==> src/shared/cc_timer_map.svh <==
/*
 * constants of the three channel capture/compare timer: widths, reset
 * values and the number of channels and synchronised inputs.
 * assumes it is included by bare name from the package and design files.
 */
`ifndef CC_TIMER_MAP_SVH
`define CC_TIMER_MAP_SVH

// ****************************************************************
// widths and counts
// ****************************************************************
`define CNT_W        16
`define CHAN_N       3
`define SYNC_N       9

// ****************************************************************
// reset and terminal values
// ****************************************************************
`define CNT_RST      16'h0000
`define CNT_MAX      16'hFFFF
`define CNT_ONE      16'h0001
`define CCR_RST      16'h0000

// ****************************************************************
// positions in the synchroniser vector
// ****************************************************************
`define SY_EXT       0
`define SY_AUX       1
`define SY_SUB       2
`define SY_ALT       3
`define SY_C0A       4
`define SY_C0B       5
`define SY_C1A       6
`define SY_C1B       7
`define SY_C2A       8

`endif

==> src/shared/cc_timer_pkg.sv <==
/*
 * types of the three channel capture/compare timer.
 * assumes cc_timer_map.svh sits on the include path.
 */
`include "cc_timer_map.svh"

package cc_timer_pkg;

	// counter clock source
	typedef enum logic [1:0] {
		SRC_EXT,
		SRC_AUX,
		SRC_SUB,
		SRC_ALT
	} clk_src_e;

	// counting mode
	typedef enum logic [1:0] {
		MODE_STOP,
		MODE_UP,
		MODE_CONT,
		MODE_UPDOWN
	} cnt_mode_e;

	// counting direction state of the up/down mode
	typedef enum logic {
		DIR_UP,
		DIR_DOWN
	} dir_e;

	// capture input choice
	typedef enum logic [1:0] {
		CAP_FIRST,
		CAP_SECOND,
		CAP_GND,
		CAP_VCC
	} cap_src_e;

	// capture edge choice
	typedef enum logic [1:0] {
		EDGE_NONE,
		EDGE_RISE,
		EDGE_FALL,
		EDGE_BOTH
	} cap_edge_e;

	// output unit modes
	typedef enum logic [2:0] {
		OUT_BIT,
		OUT_SET,
		OUT_TOG_RST,
		OUT_SET_RST,
		OUT_TOG,
		OUT_RST,
		OUT_TOG_SET,
		OUT_RST_SET
	} out_mode_e;

	typedef logic [`CNT_W-1:0] cnt_t;

endpackage

==> src/shared/cc_chan_if.sv <==
/*
 * link between the timer core and one capture/compare channel.
 * assumes all signals live in the sys_clk_i domain.
 */
`timescale 1ns/10ps
`default_nettype none

interface cc_chan_if;
	import cc_timer_pkg::*;

	cnt_t      cnt;        // counter value
	logic      cnt_upd;    // counter took a new value this cycle
	logic      eq0;        // channel 0 match, period event
	logic      cap_first;  // synchronised first capture input
	logic      cap_second; // synchronised second capture input
	logic      cap_mode;   // 1 capture, 0 compare
	cap_src_e  cap_src;    // capture input choice
	cap_edge_e cap_edge;   // capture edge choice
	out_mode_e out_mode;   // output unit mode
	logic      out_bit;    // level for the plain output mode
	logic      ccr_wr;     // load compare value
	cnt_t      ccr_wdata;  // compare value to load
	cnt_t      ccr;        // channel register
	logic      eq;         // compare match, combinational
	logic      out;        // channel output, registered
	logic      irq;        // interrupt request pulse, registered

	modport timer (
		output cnt, cnt_upd, eq0, cap_first, cap_second, cap_mode,
		output cap_src, cap_edge, out_mode, out_bit, ccr_wr, ccr_wdata,
		input  ccr, eq, out, irq
	);
	modport chan (
		input  cnt, cnt_upd, eq0, cap_first, cap_second, cap_mode,
		input  cap_src, cap_edge, out_mode, out_bit, ccr_wr, ccr_wdata,
		output ccr, eq, out, irq
	);

endinterface

`default_nettype wire

==> src/design/cc_channel.sv <==
/*
 * one capture/compare channel: register, capture edge logic, compare
 * match and the output unit.
 * assumes capture inputs are already synchronised by the timer core.
 */
`timescale 1ns/10ps
`default_nettype none
`include "cc_timer_map.svh"

module cc_channel
	import cc_timer_pkg::*;
(
	// clock and reset
	input  wire logic sys_clk_i,
	input  wire logic rstn_i,
	// link to the timer core
	cc_chan_if.chan   ch
);

	// ****************************************************************
	// state
	// ****************************************************************
	cnt_t ccr_q, ccr_d;       // channel register
	logic out_q, out_d;       // output unit level
	logic irq_q, irq_d;       // request pulse
	logic prev_q, prev_d;     // last capture level
	logic lvl;                // selected capture level
	logic hit;                // capture edge seen

	// compare match only on a fresh count
	assign ch.eq  = ch.cnt_upd && (ch.cnt == ccr_q);
	assign ch.ccr = ccr_q;
	assign ch.out = out_q;
	assign ch.irq = irq_q;

	// next values of the channel
	always_comb begin
		ccr_d  = ccr_q;
		out_d  = out_q;
		irq_d  = 1'b0;
		case (ch.cap_src)
			CAP_FIRST:  lvl = ch.cap_first;
			CAP_SECOND: lvl = ch.cap_second;
			CAP_GND:    lvl = 1'b0;
			CAP_VCC:    lvl = 1'b1;
			default:    lvl = 1'b0;
		endcase
		prev_d = lvl;
		case (ch.cap_edge)
			EDGE_RISE: hit = lvl & ~prev_q;
			EDGE_FALL: hit = ~lvl & prev_q;
			EDGE_BOTH: hit = lvl ^ prev_q;
			default:   hit = 1'b0;
		endcase
		if (ch.cap_mode) begin
			if (hit) begin
				ccr_d = ch.cnt;
				irq_d = 1'b1;
			end
		end else begin
			// software loads only in compare mode, capture owns it else
			if (ch.ccr_wr) begin
				ccr_d = ch.ccr_wdata;
			end
			if (ch.eq) begin
				irq_d = 1'b1;
			end
		end
		case (ch.out_mode)
			OUT_BIT:     out_d = ch.out_bit;
			OUT_SET:     out_d = ch.eq ? 1'b1 : out_q;
			OUT_TOG_RST: out_d = ch.eq ? ~out_q : (ch.eq0 ? 1'b0 : out_q);
			OUT_SET_RST: out_d = ch.eq ? 1'b1 : (ch.eq0 ? 1'b0 : out_q);
			OUT_TOG:     out_d = ch.eq ? ~out_q : out_q;
			OUT_RST:     out_d = ch.eq ? 1'b0 : out_q;
			OUT_TOG_SET: out_d = ch.eq ? ~out_q : (ch.eq0 ? 1'b1 : out_q);
			OUT_RST_SET: out_d = ch.eq ? 1'b0 : (ch.eq0 ? 1'b1 : out_q);
			default:     out_d = out_q;
		endcase
	end

	// register the channel
	always_ff @(posedge sys_clk_i or negedge rstn_i) begin
		if (!rstn_i) begin
			ccr_q  <= `CCR_RST;
			out_q  <= 1'b0;
			irq_q  <= 1'b0;
			prev_q <= 1'b0;
		end else begin
			ccr_q  <= ccr_d;
			out_q  <= out_d;
			irq_q  <= irq_d;
			prev_q <= prev_d;
		end
	end

endmodule // cc_channel

`default_nettype wire

==> src/design/cc_timer_top.sv <==
/*
 * sixteen bit counter with three capture/compare channels, no software
 * registers: configuration arrives on plain inputs.
 * assumes counter clock sources and capture pins are asynchronous and
 * change at most once per two sys_clk_i periods.
 */
// Operation
// - 16-bit counter plus three capture/compare channels
// - capture, compare, pwm and interval timing
// - request on counter overflow
// - separate request from each channel
// - second instance alt clock is ext pin
// - capture input: first, second, ground, supply
// - channel 0 inputs are two pins
// - channel 2 second input is auxiliary clock
// - each channel drives its own output
// - auxiliary and sub-main clocks come from outside
`timescale 1ns/10ps
`default_nettype none
`include "cc_timer_map.svh"

module cc_timer_top
	import cc_timer_pkg::*;
#(
	// 1 for the second timer instance
	parameter bit SECOND_INSTANCE = 1'b0
) (
	// clock and reset
	input  wire logic                  sys_clk_i,
	input  wire logic                  rstn_i,
	// counter clock sources
	input  wire logic                  ext_clock_i,
	input  wire logic                  aux_clock_i,
	input  wire logic                  sub_main_clock_i,
	input  wire logic                  alt_clock_pin_i,
	// capture pins
	input  wire logic                  chan0_capture_in_first_i,
	input  wire logic                  chan0_capture_in_second_i,
	input  wire logic                  chan1_capture_in_first_i,
	input  wire logic                  chan1_capture_in_second_i,
	input  wire logic                  chan2_capture_in_first_i,
	// counter control
	input  wire clk_src_e              clk_src_i,
	input  wire cnt_mode_e             cnt_mode_i,
	input  wire logic                  cnt_clear_i,
	// channel control
	input  wire logic [`CHAN_N-1:0]    cap_mode_i,
	input  wire cap_src_e              cap_src_i  [`CHAN_N],
	input  wire cap_edge_e             cap_edge_i [`CHAN_N],
	input  wire out_mode_e             out_mode_i [`CHAN_N],
	input  wire logic [`CHAN_N-1:0]    out_bit_i,
	input  wire logic [`CHAN_N-1:0]    ccr_wr_i,
	input  wire cnt_t                  ccr_wdata_i,
	// results
	output logic [`CNT_W-1:0]          counter_o,
	output logic [`CHAN_N-1:0][`CNT_W-1:0] ccr_value_o,
	output logic [`CHAN_N-1:0]         chan_out_o,
	// interrupt requests
	output logic                       ovf_irq_o,
	output logic [`CHAN_N-1:0]         chan_irq_o
);

	// ****************************************************************
	// synchronisers
	// ****************************************************************
	logic [`SYNC_N-1:0] sy1_q;     // first stage, read by sy2_q only
	logic [`SYNC_N-1:0] sy2_q;     // second stage, safe to use
	logic [`SYNC_N-1:0] raw;       // asynchronous inputs

	// second instance reuses the ext pin for alt clock
	assign raw[`SY_EXT] = ext_clock_i;
	// aux and sub-main arrive as pins
	assign raw[`SY_AUX] = aux_clock_i;
	assign raw[`SY_SUB] = sub_main_clock_i;
	assign raw[`SY_ALT] = SECOND_INSTANCE ? ext_clock_i : alt_clock_pin_i;
	// channel 0 has two pins for one signal
	assign raw[`SY_C0A] = chan0_capture_in_first_i;
	assign raw[`SY_C0B] = chan0_capture_in_second_i;
	assign raw[`SY_C1A] = chan1_capture_in_first_i;
	assign raw[`SY_C1B] = chan1_capture_in_second_i;
	assign raw[`SY_C2A] = chan2_capture_in_first_i;

	always_ff @(posedge sys_clk_i or negedge rstn_i) begin
		if (!rstn_i) begin
			sy1_q <= '0;
			sy2_q <= '0;
		end else begin
			sy1_q <= raw;
			sy2_q <= sy1_q;
		end
	end

	// ****************************************************************
	// counter clock selection
	// ****************************************************************
	logic src_lvl;                 // selected, synchronised source
	logic src_prev_q, src_prev_d;  // last level for edge detect
	logic tick;                    // rising edge of the source

	always_comb begin
		case (clk_src_i)
			SRC_EXT: src_lvl = sy2_q[`SY_EXT];
			SRC_AUX: src_lvl = sy2_q[`SY_AUX];
			SRC_SUB: src_lvl = sy2_q[`SY_SUB];
			SRC_ALT: src_lvl = sy2_q[`SY_ALT];
			default: src_lvl = 1'b0;
		endcase
		src_prev_d = src_lvl;
		// a source switch may give one extra tick; stop the counter first
		tick = src_lvl & ~src_prev_q;
	end

	// ****************************************************************
	// counter
	// ****************************************************************
	cnt_t cnt_q, cnt_d;            // counter
	dir_e dir_q, dir_d;            // up/down direction
	logic upd_q, upd_d;            // counter moved this cycle
	logic ovf_q, ovf_d;            // overflow request pulse
	cnt_t period;                  // channel 0 register, period

	// next counter value
	always_comb begin
		cnt_d = cnt_q;
		dir_d = dir_q;
		upd_d = 1'b0;
		ovf_d = 1'b0;
		if (cnt_clear_i) begin
			// clear wins over a tick in the same cycle
			cnt_d = `CNT_RST;
			dir_d = DIR_UP;
		end else if (tick) begin
			case (cnt_mode_i)
				MODE_UP: begin
					// interval timing to channel 0 value
					if (period != `CNT_RST) begin
						upd_d = 1'b1;
						if (cnt_q >= period) begin
							cnt_d = `CNT_RST;
							ovf_d = 1'b1;
						end else begin
							cnt_d = cnt_q + `CNT_ONE;
						end
					end
				end
				MODE_CONT: begin
					upd_d = 1'b1;
					cnt_d = cnt_q + `CNT_ONE;
					ovf_d = (cnt_q == `CNT_MAX);
				end
				MODE_UPDOWN: begin
					if (period != `CNT_RST) begin
						upd_d = 1'b1;
						case (dir_q)
							DIR_UP: begin
								if (cnt_q >= period) begin
									dir_d = DIR_DOWN;
									cnt_d = cnt_q - `CNT_ONE;
								end else begin
									cnt_d = cnt_q + `CNT_ONE;
								end
							end
							DIR_DOWN: begin
								if (cnt_q <= `CNT_ONE) begin
									cnt_d = `CNT_RST;
									dir_d = DIR_UP;
									ovf_d = (cnt_q == `CNT_ONE);
								end else begin
									cnt_d = cnt_q - `CNT_ONE;
								end
							end
							default: dir_d = DIR_UP;
						endcase
					end
				end
				default: ;
			endcase
		end
	end

	// register the counter
	always_ff @(posedge sys_clk_i or negedge rstn_i) begin
		if (!rstn_i) begin
			cnt_q      <= `CNT_RST;
			dir_q      <= DIR_UP;
			upd_q      <= 1'b0;
			ovf_q      <= 1'b0;
			src_prev_q <= 1'b0;
		end else begin
			cnt_q      <= cnt_d;
			dir_q      <= dir_d;
			upd_q      <= upd_d;
			ovf_q      <= ovf_d;
			src_prev_q <= src_prev_d;
		end
	end

	// ****************************************************************
	// channels
	// ****************************************************************
	cc_chan_if ch [`CHAN_N] ();
	logic [`CHAN_N-1:0] second_in;  // second capture input per channel

	// channel 2 captures the auxiliary clock
	assign second_in = {sy2_q[`SY_AUX], sy2_q[`SY_C1B], sy2_q[`SY_C0B]};
	assign period    = ch[0].ccr;

	for (genvar k = 0; k < `CHAN_N; k++) begin : g_chan
		assign ch[k].cnt        = cnt_q;
		assign ch[k].cnt_upd    = upd_q;
		assign ch[k].eq0        = ch[0].eq;
		assign ch[k].cap_first  = sy2_q[`SY_C0A + 2 * k];
		assign ch[k].cap_second = second_in[k];
		assign ch[k].cap_mode   = cap_mode_i[k];
		assign ch[k].cap_src    = cap_src_i[k];
		assign ch[k].cap_edge   = cap_edge_i[k];
		assign ch[k].out_mode   = out_mode_i[k];
		assign ch[k].out_bit    = out_bit_i[k];
		assign ch[k].ccr_wr     = ccr_wr_i[k];
		assign ch[k].ccr_wdata  = ccr_wdata_i;
		assign chan_out_o[k]    = ch[k].out;
		assign chan_irq_o[k]    = ch[k].irq;
		assign ccr_value_o[k]   = ch[k].ccr;

		cc_channel u_chan (
			.sys_clk_i (sys_clk_i),
			.rstn_i    (rstn_i),
			.ch        (ch[k])
		);
	end

	// ****************************************************************
	// outputs
	// ****************************************************************
	assign counter_o = cnt_q;
	assign ovf_irq_o = ovf_q;

endmodule // cc_timer_top

`default_nettype wire

==> config.mk <==
export PLATFORM = sky130hd
export DESIGN_NAME = cc_timer_top
export DESIGN_NICKNAME = d
export VERILOG_FILES = /design/src/shared/cc_timer_pkg.sv /design/src/shared/cc_chan_if.sv /design/src/design/cc_channel.sv /design/src/design/cc_timer_top.sv
export VERILOG_INCLUDE_DIRS = /design/src /design/src/shared
export SDC_FILE = /design/constraint.sdc
export NUM_CORES = 1
export LEC_CHECK = 0
export BUFFER_PORTS_ARGS = -buffer_cell sky130_fd_sc_hd__buf_2
export CORE_UTILIZATION = 55
export DETAILED_ROUTE_END_ITERATION = 6
export PLACE_DENSITY = 0.81
export SLEW_MARGIN = 20
export SYNTH_ARGS = -nofsm -noshare
export SYNTH_HDL_FRONTEND = slang
export SYNTH_HIERARCHICAL = 1
export SYNTH_SLANG_ARGS = --single-unit
==> constraint.sdc <==
create_clock -name sys_clk_i -period 3.1 [get_ports sys_clk_i]
set_input_delay 0.155 -clock sys_clk_i [delete_from_list [all_inputs] [get_ports sys_clk_i]]
set_output_delay 0.155 -clock sys_clk_i [all_outputs]
set_load 0.05 [all_outputs]
After elaboration in Yosys (flattened, before gate mapping) --
Index checks and enable logic that the tools add are counted.
Storage, ports and cells: bits in registers 95, bits of input ports 62, RAM bits 0, memories kept 0, word-level logic and storage cells 214, bits in latches 0, ROM bits 0
Cells by class: bitwise logic cells 21, $add $sub $neg 2, muxes and demuxes 76, reductions and logical operators 30, shift operators 0, eq/ne operators 64, div/mod/pow operators 0, multipliers 0, order comparisons 2
Operator list (count):
- two-way mux 16 bit | 16
- == test 16 bit | 3
- case mux 16 bit (3 select lines) | 1
- two-way mux 1 bit | 45
- == test 3 bit, second input constant | 12
- == test 2 bit, second input constant | 16
- case mux 16 bit (2 select lines) | 1
- inequality test 2 x 1 -> 1 bit, second input constant | 12
- case mux 1 bit (4 select lines) | 5
- == test 3 x 2 -> 1 bit, second input constant | 6
- adder 16 x 1 -> 16 bit, second input constant | 1
- == test 16 x 1 -> 1 bit, second input constant | 1
- == test 16 bit, second input constant | 1
- == test 2 x 1 -> 1 bit, second input constant | 8
- greater-or-equal comparator 16 bit | 1
- less-or-equal comparator 16 x 1 -> 1 bit, second input constant | 1
- case mux 1 bit (8 select lines) | 2
- nonzero test 16 bit | 1
- subtractor 16 x 1 -> 16 bit, second input constant | 1
- case mux 1 bit (3 select lines) | 4
- AND reduction 3 bit | 4
- nonzero test 2 bit | 6
- NOT 1 bit | 11
- == test 3 x 1 -> 1 bit, second input constant | 3
- 12 further kinds | 33

Depth between registers and ports, before layout --
word-level depth 7, gate-level depth with buffers 11

Hierarchy --
The synthesis kept the hierarchy.
By module, submodules not included:
- cc_channel | times used 3, area an instance 1163.6 µm², cells an instance 119
- cc_timer_top | times used 1, area an instance 2796.4 µm², cells an instance 324

Least setup slack after synthesis --
Ideal clock, no wire load.
path type reg-to-reg, start point register cnt_q[1] (netlist: counter_o[1]), end point register cnt_q[15] (netlist: counter_o[15]), stages on the path, launching flop included 11, required time 3.013 ns, period minus slack after synthesis 3.016 ns, path buffers 2, setup slack 0.084 ns, library setup time 0.087 ns, arrival time 2.929 ns, cells stage by stage dfrtp_1 > ha_1 > nor2b_1 > o211a_1 > o311ai_1 > nand3_1 > buf_2 > a21oi_2 > buf_2 > o21ai_0 > o211ai_1
On the way: cells in the longest elaborated chain, start to end 7
RTL lines:
- start, declared | line cc_timer_top.sv:116 | cnt_t cnt_q, cnt_d;
- start signal, assigned | line cc_timer_top.sv:184 | cnt_q <= `CNT_RST;
- start signal, assigned | line cc_timer_top.sv:190 | cnt_q <= cnt_d;
- subtractor 16 x 1 -> 16 bit (no line), or another cell as far along
- two-way mux 16 bit, on equally long branches | line cc_timer_top.sv:164, cc_timer_top.sv:156
- case mux 16 bit (2 select lines) | line cc_timer_top.sv:154 | case (dir_q)
- two-way mux 16 bit | line cc_timer_top.sv:152 | if (period != `CNT_RST) begin
- case mux 16 bit (3 select lines) (*) | line cc_timer_top.sv:133 | case (cnt_mode_i)
- two-way mux 16 bit (*) | line cc_timer_top.sv:132 | end else if (tick) begin
- two-way mux 16 bit (*) | line cc_timer_top.sv:128 | if (cnt_clear_i) begin
Every way passes the cells marked *; elsewhere a longest branch is shown, timed or not. The select of a mux whose other input is x is not followed. A chain may end at the register's enable or synchronous reset.

Worst setup path after layout --
start point register g_chan[0].u_chan.ccr_q[15], end point register cnt_q[12] (netlist: counter_o[12])
On the way: cells in the longest elaborated chain, start to end 7
RTL lines:
- start, declared | line cc_channel.sv:23 | cnt_t ccr_q, ccr_d;
- start signal, assigned | line cc_channel.sv:85 | ccr_q <= `CCR_RST;
- start signal, assigned | line cc_channel.sv:90 | ccr_q <= ccr_d;
- greater-or-equal comparator 16 bit | line cc_timer_top.sv:138, cc_timer_top.sv:156
- two-way mux 16 bit | line cc_timer_top.sv:156 | if (cnt_q >= period) begin
- case mux 16 bit (2 select lines) | line cc_timer_top.sv:154
- two-way mux 16 bit | line cc_timer_top.sv:152
- case mux 16 bit (3 select lines) | line cc_timer_top.sv:133
- two-way mux 16 bit | line cc_timer_top.sv:132
- two-way mux 16 bit | line cc_timer_top.sv:128
Parallel ways exist; a longest one is shown, timed or not. The select of a mux whose other input is x is not followed.

==> metrics.txt <==
Slew @ Worst Pin=0.665 ns; H-tree lvl count=3; dpl hpwl=13,400 um; residual DRC count=0; post-synthesis sequential area ratio=37.8%; Fmax=344 MHz; WL final=18,400 um; Setup Skew=0.00646 ns; Reg clk slew, reported paths=0.07 ns; Int Pwr=2.40 mW; commonest cells in the netlist=dfrtp_1, nand2_1, mux2i_1, o21ai_0, xnor2_1; clock sink count=95; Ys Warns=6; max-slew violations=0; CP Max Fanout=10; mapped cell area=0.00629 mm^2; Synth top area share=37.8%; power share of the clock group=29.8%; Final #Nets=913; post-synthesis cell count=681; Worst Path Required=3.40 ns; Num CTS Buffers=9; Max Root-Sink Buffers=2; kind of critical path=reg -> reg; syn nets=768; WP data arrival=3.21 ns; first-pass GRT wire length=29,100 um; P_sw=1.45 mW; period utilization=93.8%; initial cell density of the core=57.2%; worst slack, placed=0.148 ns; # setup viols final=0; count leader, synth=dfrtp_1; Routed wire per std cell=18.9 um; GPL Wtd Cong=0.936; Syn Area/Cell=9.23 um^2; asr flop ratio synth=100%; switching share of total power=37.6%; largest net degree at the start of global routing=51; Initial DRT Pass Iterations=5; Final min period=2.91 ns; CP Launch Type=flip-flop; IO Port Bufs=132; Unique masters post-synth=72; ranking of synthesized cells by area=dfrtp_1, mux2i_1, xnor2_1; Total GRT Usage=32.1%; Crit. End Element=flip-flop; relative slew slack=55.5%; initial antenna violation count=0; maximum vdd drop=436 uV; fin worst setup slack=0.192 ns; remaining global-route overflow=0; diodes inserted=0; IO Pins=133; Leak=3.63 nW; DIE AREA=0.0119 mm^2; Placeable Area=0.0110 mm^2; unrepaired setup endpoints after global routing=no; Pwr Total=3.85 mW; Iteration-0 DRC Markers=572; Sequential Power Share=38.2%; hold_ws=0.0838 ns; Layout area overhead=21.7%; Die Y=109 um; Most used DFF post-synth=dfrtp_1; CTS Root Cell=clkbuf_16; CTS tree=yes; vias per std cell=6.15; die width=109 um; vias in the first global route=5,846; outcome=finished, final reports clean; share of layout cells above drive strength 1=24.8%; Synth area leader=dfrtp_1; Power Density=503 mW/mm^2; combinational fraction of design power=32.0%; cell row count=38; Max-cap violations=0; Final Hold Vio Count=0; worst skew pair latency=0.36 ns; Post-synth EDFFs=0; Antenna Nets Post-Route=0; DR vias=5,971; TNS Setup=0 ns; class of the worst hold path=in -> reg; number of synthesized register bits=95
==> cell usage in the layout, fill, tap and decap left out, types with 5 or more instances in the layout <==
master / instances
nor4_1: 15
nor3_1: 17
mux2i_1: 58
clkbuf_16: 9
or3_1: 8
o21a_1: 7
buf_2: 131
a31oi_1: 7
nand3_1: 11
o211ai_1: 5
inv_1: 35
o21ai_0: 49
o32ai_1: 5
nand4_1: 9
nor2_1: 26
xor2_1: 12
xnor2_1: 39
dfrtp_1: 95
and3_1: 5
dlygate4sd3_1: 13
buf_4: 30
o21ai_1: 24
nand2_1: 84
a21oi_1: 18
ha_1: 25
nand2b_1: 6
==> worst max-delay path, cell delays in order (launching register included) <==
cell and delay [ns]:
dfrtp_1 0.44, inv_1 0.07, ha_1 0.30, nand4_1 0.16, nor2_1 0.07, nor3_1 0.52
nand3_2 0.35, a21o_1 0.41, o32ai_1 0.36, a22o_1 0.17
==> sequential cells by signal (all words and copies together), names as in the netlist, 3 cells and up <==
register,flops
g_chan.u_chan/prev_q,3
g_chan.u_chan/ch.ccr,48
counter_o,16
g_chan.u_chan/ch.out,3
sy2_q,9
sy1_q,9
g_chan.u_chan/ch.irq,3
==> routing by layer <==
metal  global-route usage (%)  vias to the layer above  share of wire [%]
met5                        0                        -                  0
met4                     11.2                        0                2.6
met3                     5.26                       44                7.1
met2                     55.8                      282                 49
met1                     40.2                     2910                 42
li1                         -                     2735                  -
==> power by group through the flow <==
stage / combinational, mW / clock (mW) / sequential, mW
6_report: 1.23 / 1.15 / 1.47
3_5_place_dp: 1.19 / 0 / 1.49
3_3_place_gp: 1.16 / 0 / 1.48
5_1_grt: 1.32 / 1.21 / 1.48
2_1_floorplan: 0.566 / 0 / 1.78
4_1_cts: 1.21 / 1.16 / 1.47
==> cell families (layout without fill, tap and decap cells) <==
logic type | after synthesis | count (layout) | synth area share (%)
fa+ha+maj | 25 | 25 | 4.98
flops | 95 | 95 | 37.8
mux | 62 | 62 | 10.1
buf+inv | 76 | 226 | 5.23
simple gates | 209 | 209 | 17.9
xor+xnor | 51 | 51 | 7.10
compound gates | 163 | 163 | 16.9
==> area by class of cell <==
cell class,count,area (um^2)
Clock inverter,4,55.1
Fill cell,866,3330
Multi-Input combinational cell,510,3630
Tap cell,140,175
Inverter,35,131
Clock buffer,12,246
Timing Repair Buffer,175,1030
Sequential cell,95,2380
==> stage by stage <==
step	cells	area [um^2]	utilization, %
6_report	971	7650	69.6
5_1_grt	971	7650	69.6
4_1_cts	971	7610	69.3
3_5_place_dp	942	7180	65.3
3_3_place_gp	942	7180	65.3
2_1_floorplan	681	6290	-
==> what timing repair did <==
item,CTS,global route
hold buffers,13,0
gates resized for setup,0,3
buffers inserted,0,0
hold endpoints to repair,60,0
setup endpoints to repair,0,5
==> path summary, 6_finish.rpt <==
check	start	endpoint	slack [ns]	depth (start not counted)
setup / recovery	g_chan[0].u_chan/ch.ccr[15]	counter_o[12]	0.19	9
hold / removal	cnt_clear_i	dir_q	0.08	2
setup reg to reg	g_chan[0].u_chan/ch.ccr[15]	counter_o[12]	0.19	9
hold reg to reg	sy1_q[4]	sy2_q[4]	0.35	0
max in group asynchronous	rstn_i	ovf_irq_o	1.94	3
min in group asynchronous	rstn_i	g_chan[1].u_chan/ch.out	0.36	2
Power figures use the tool's default switching activity.
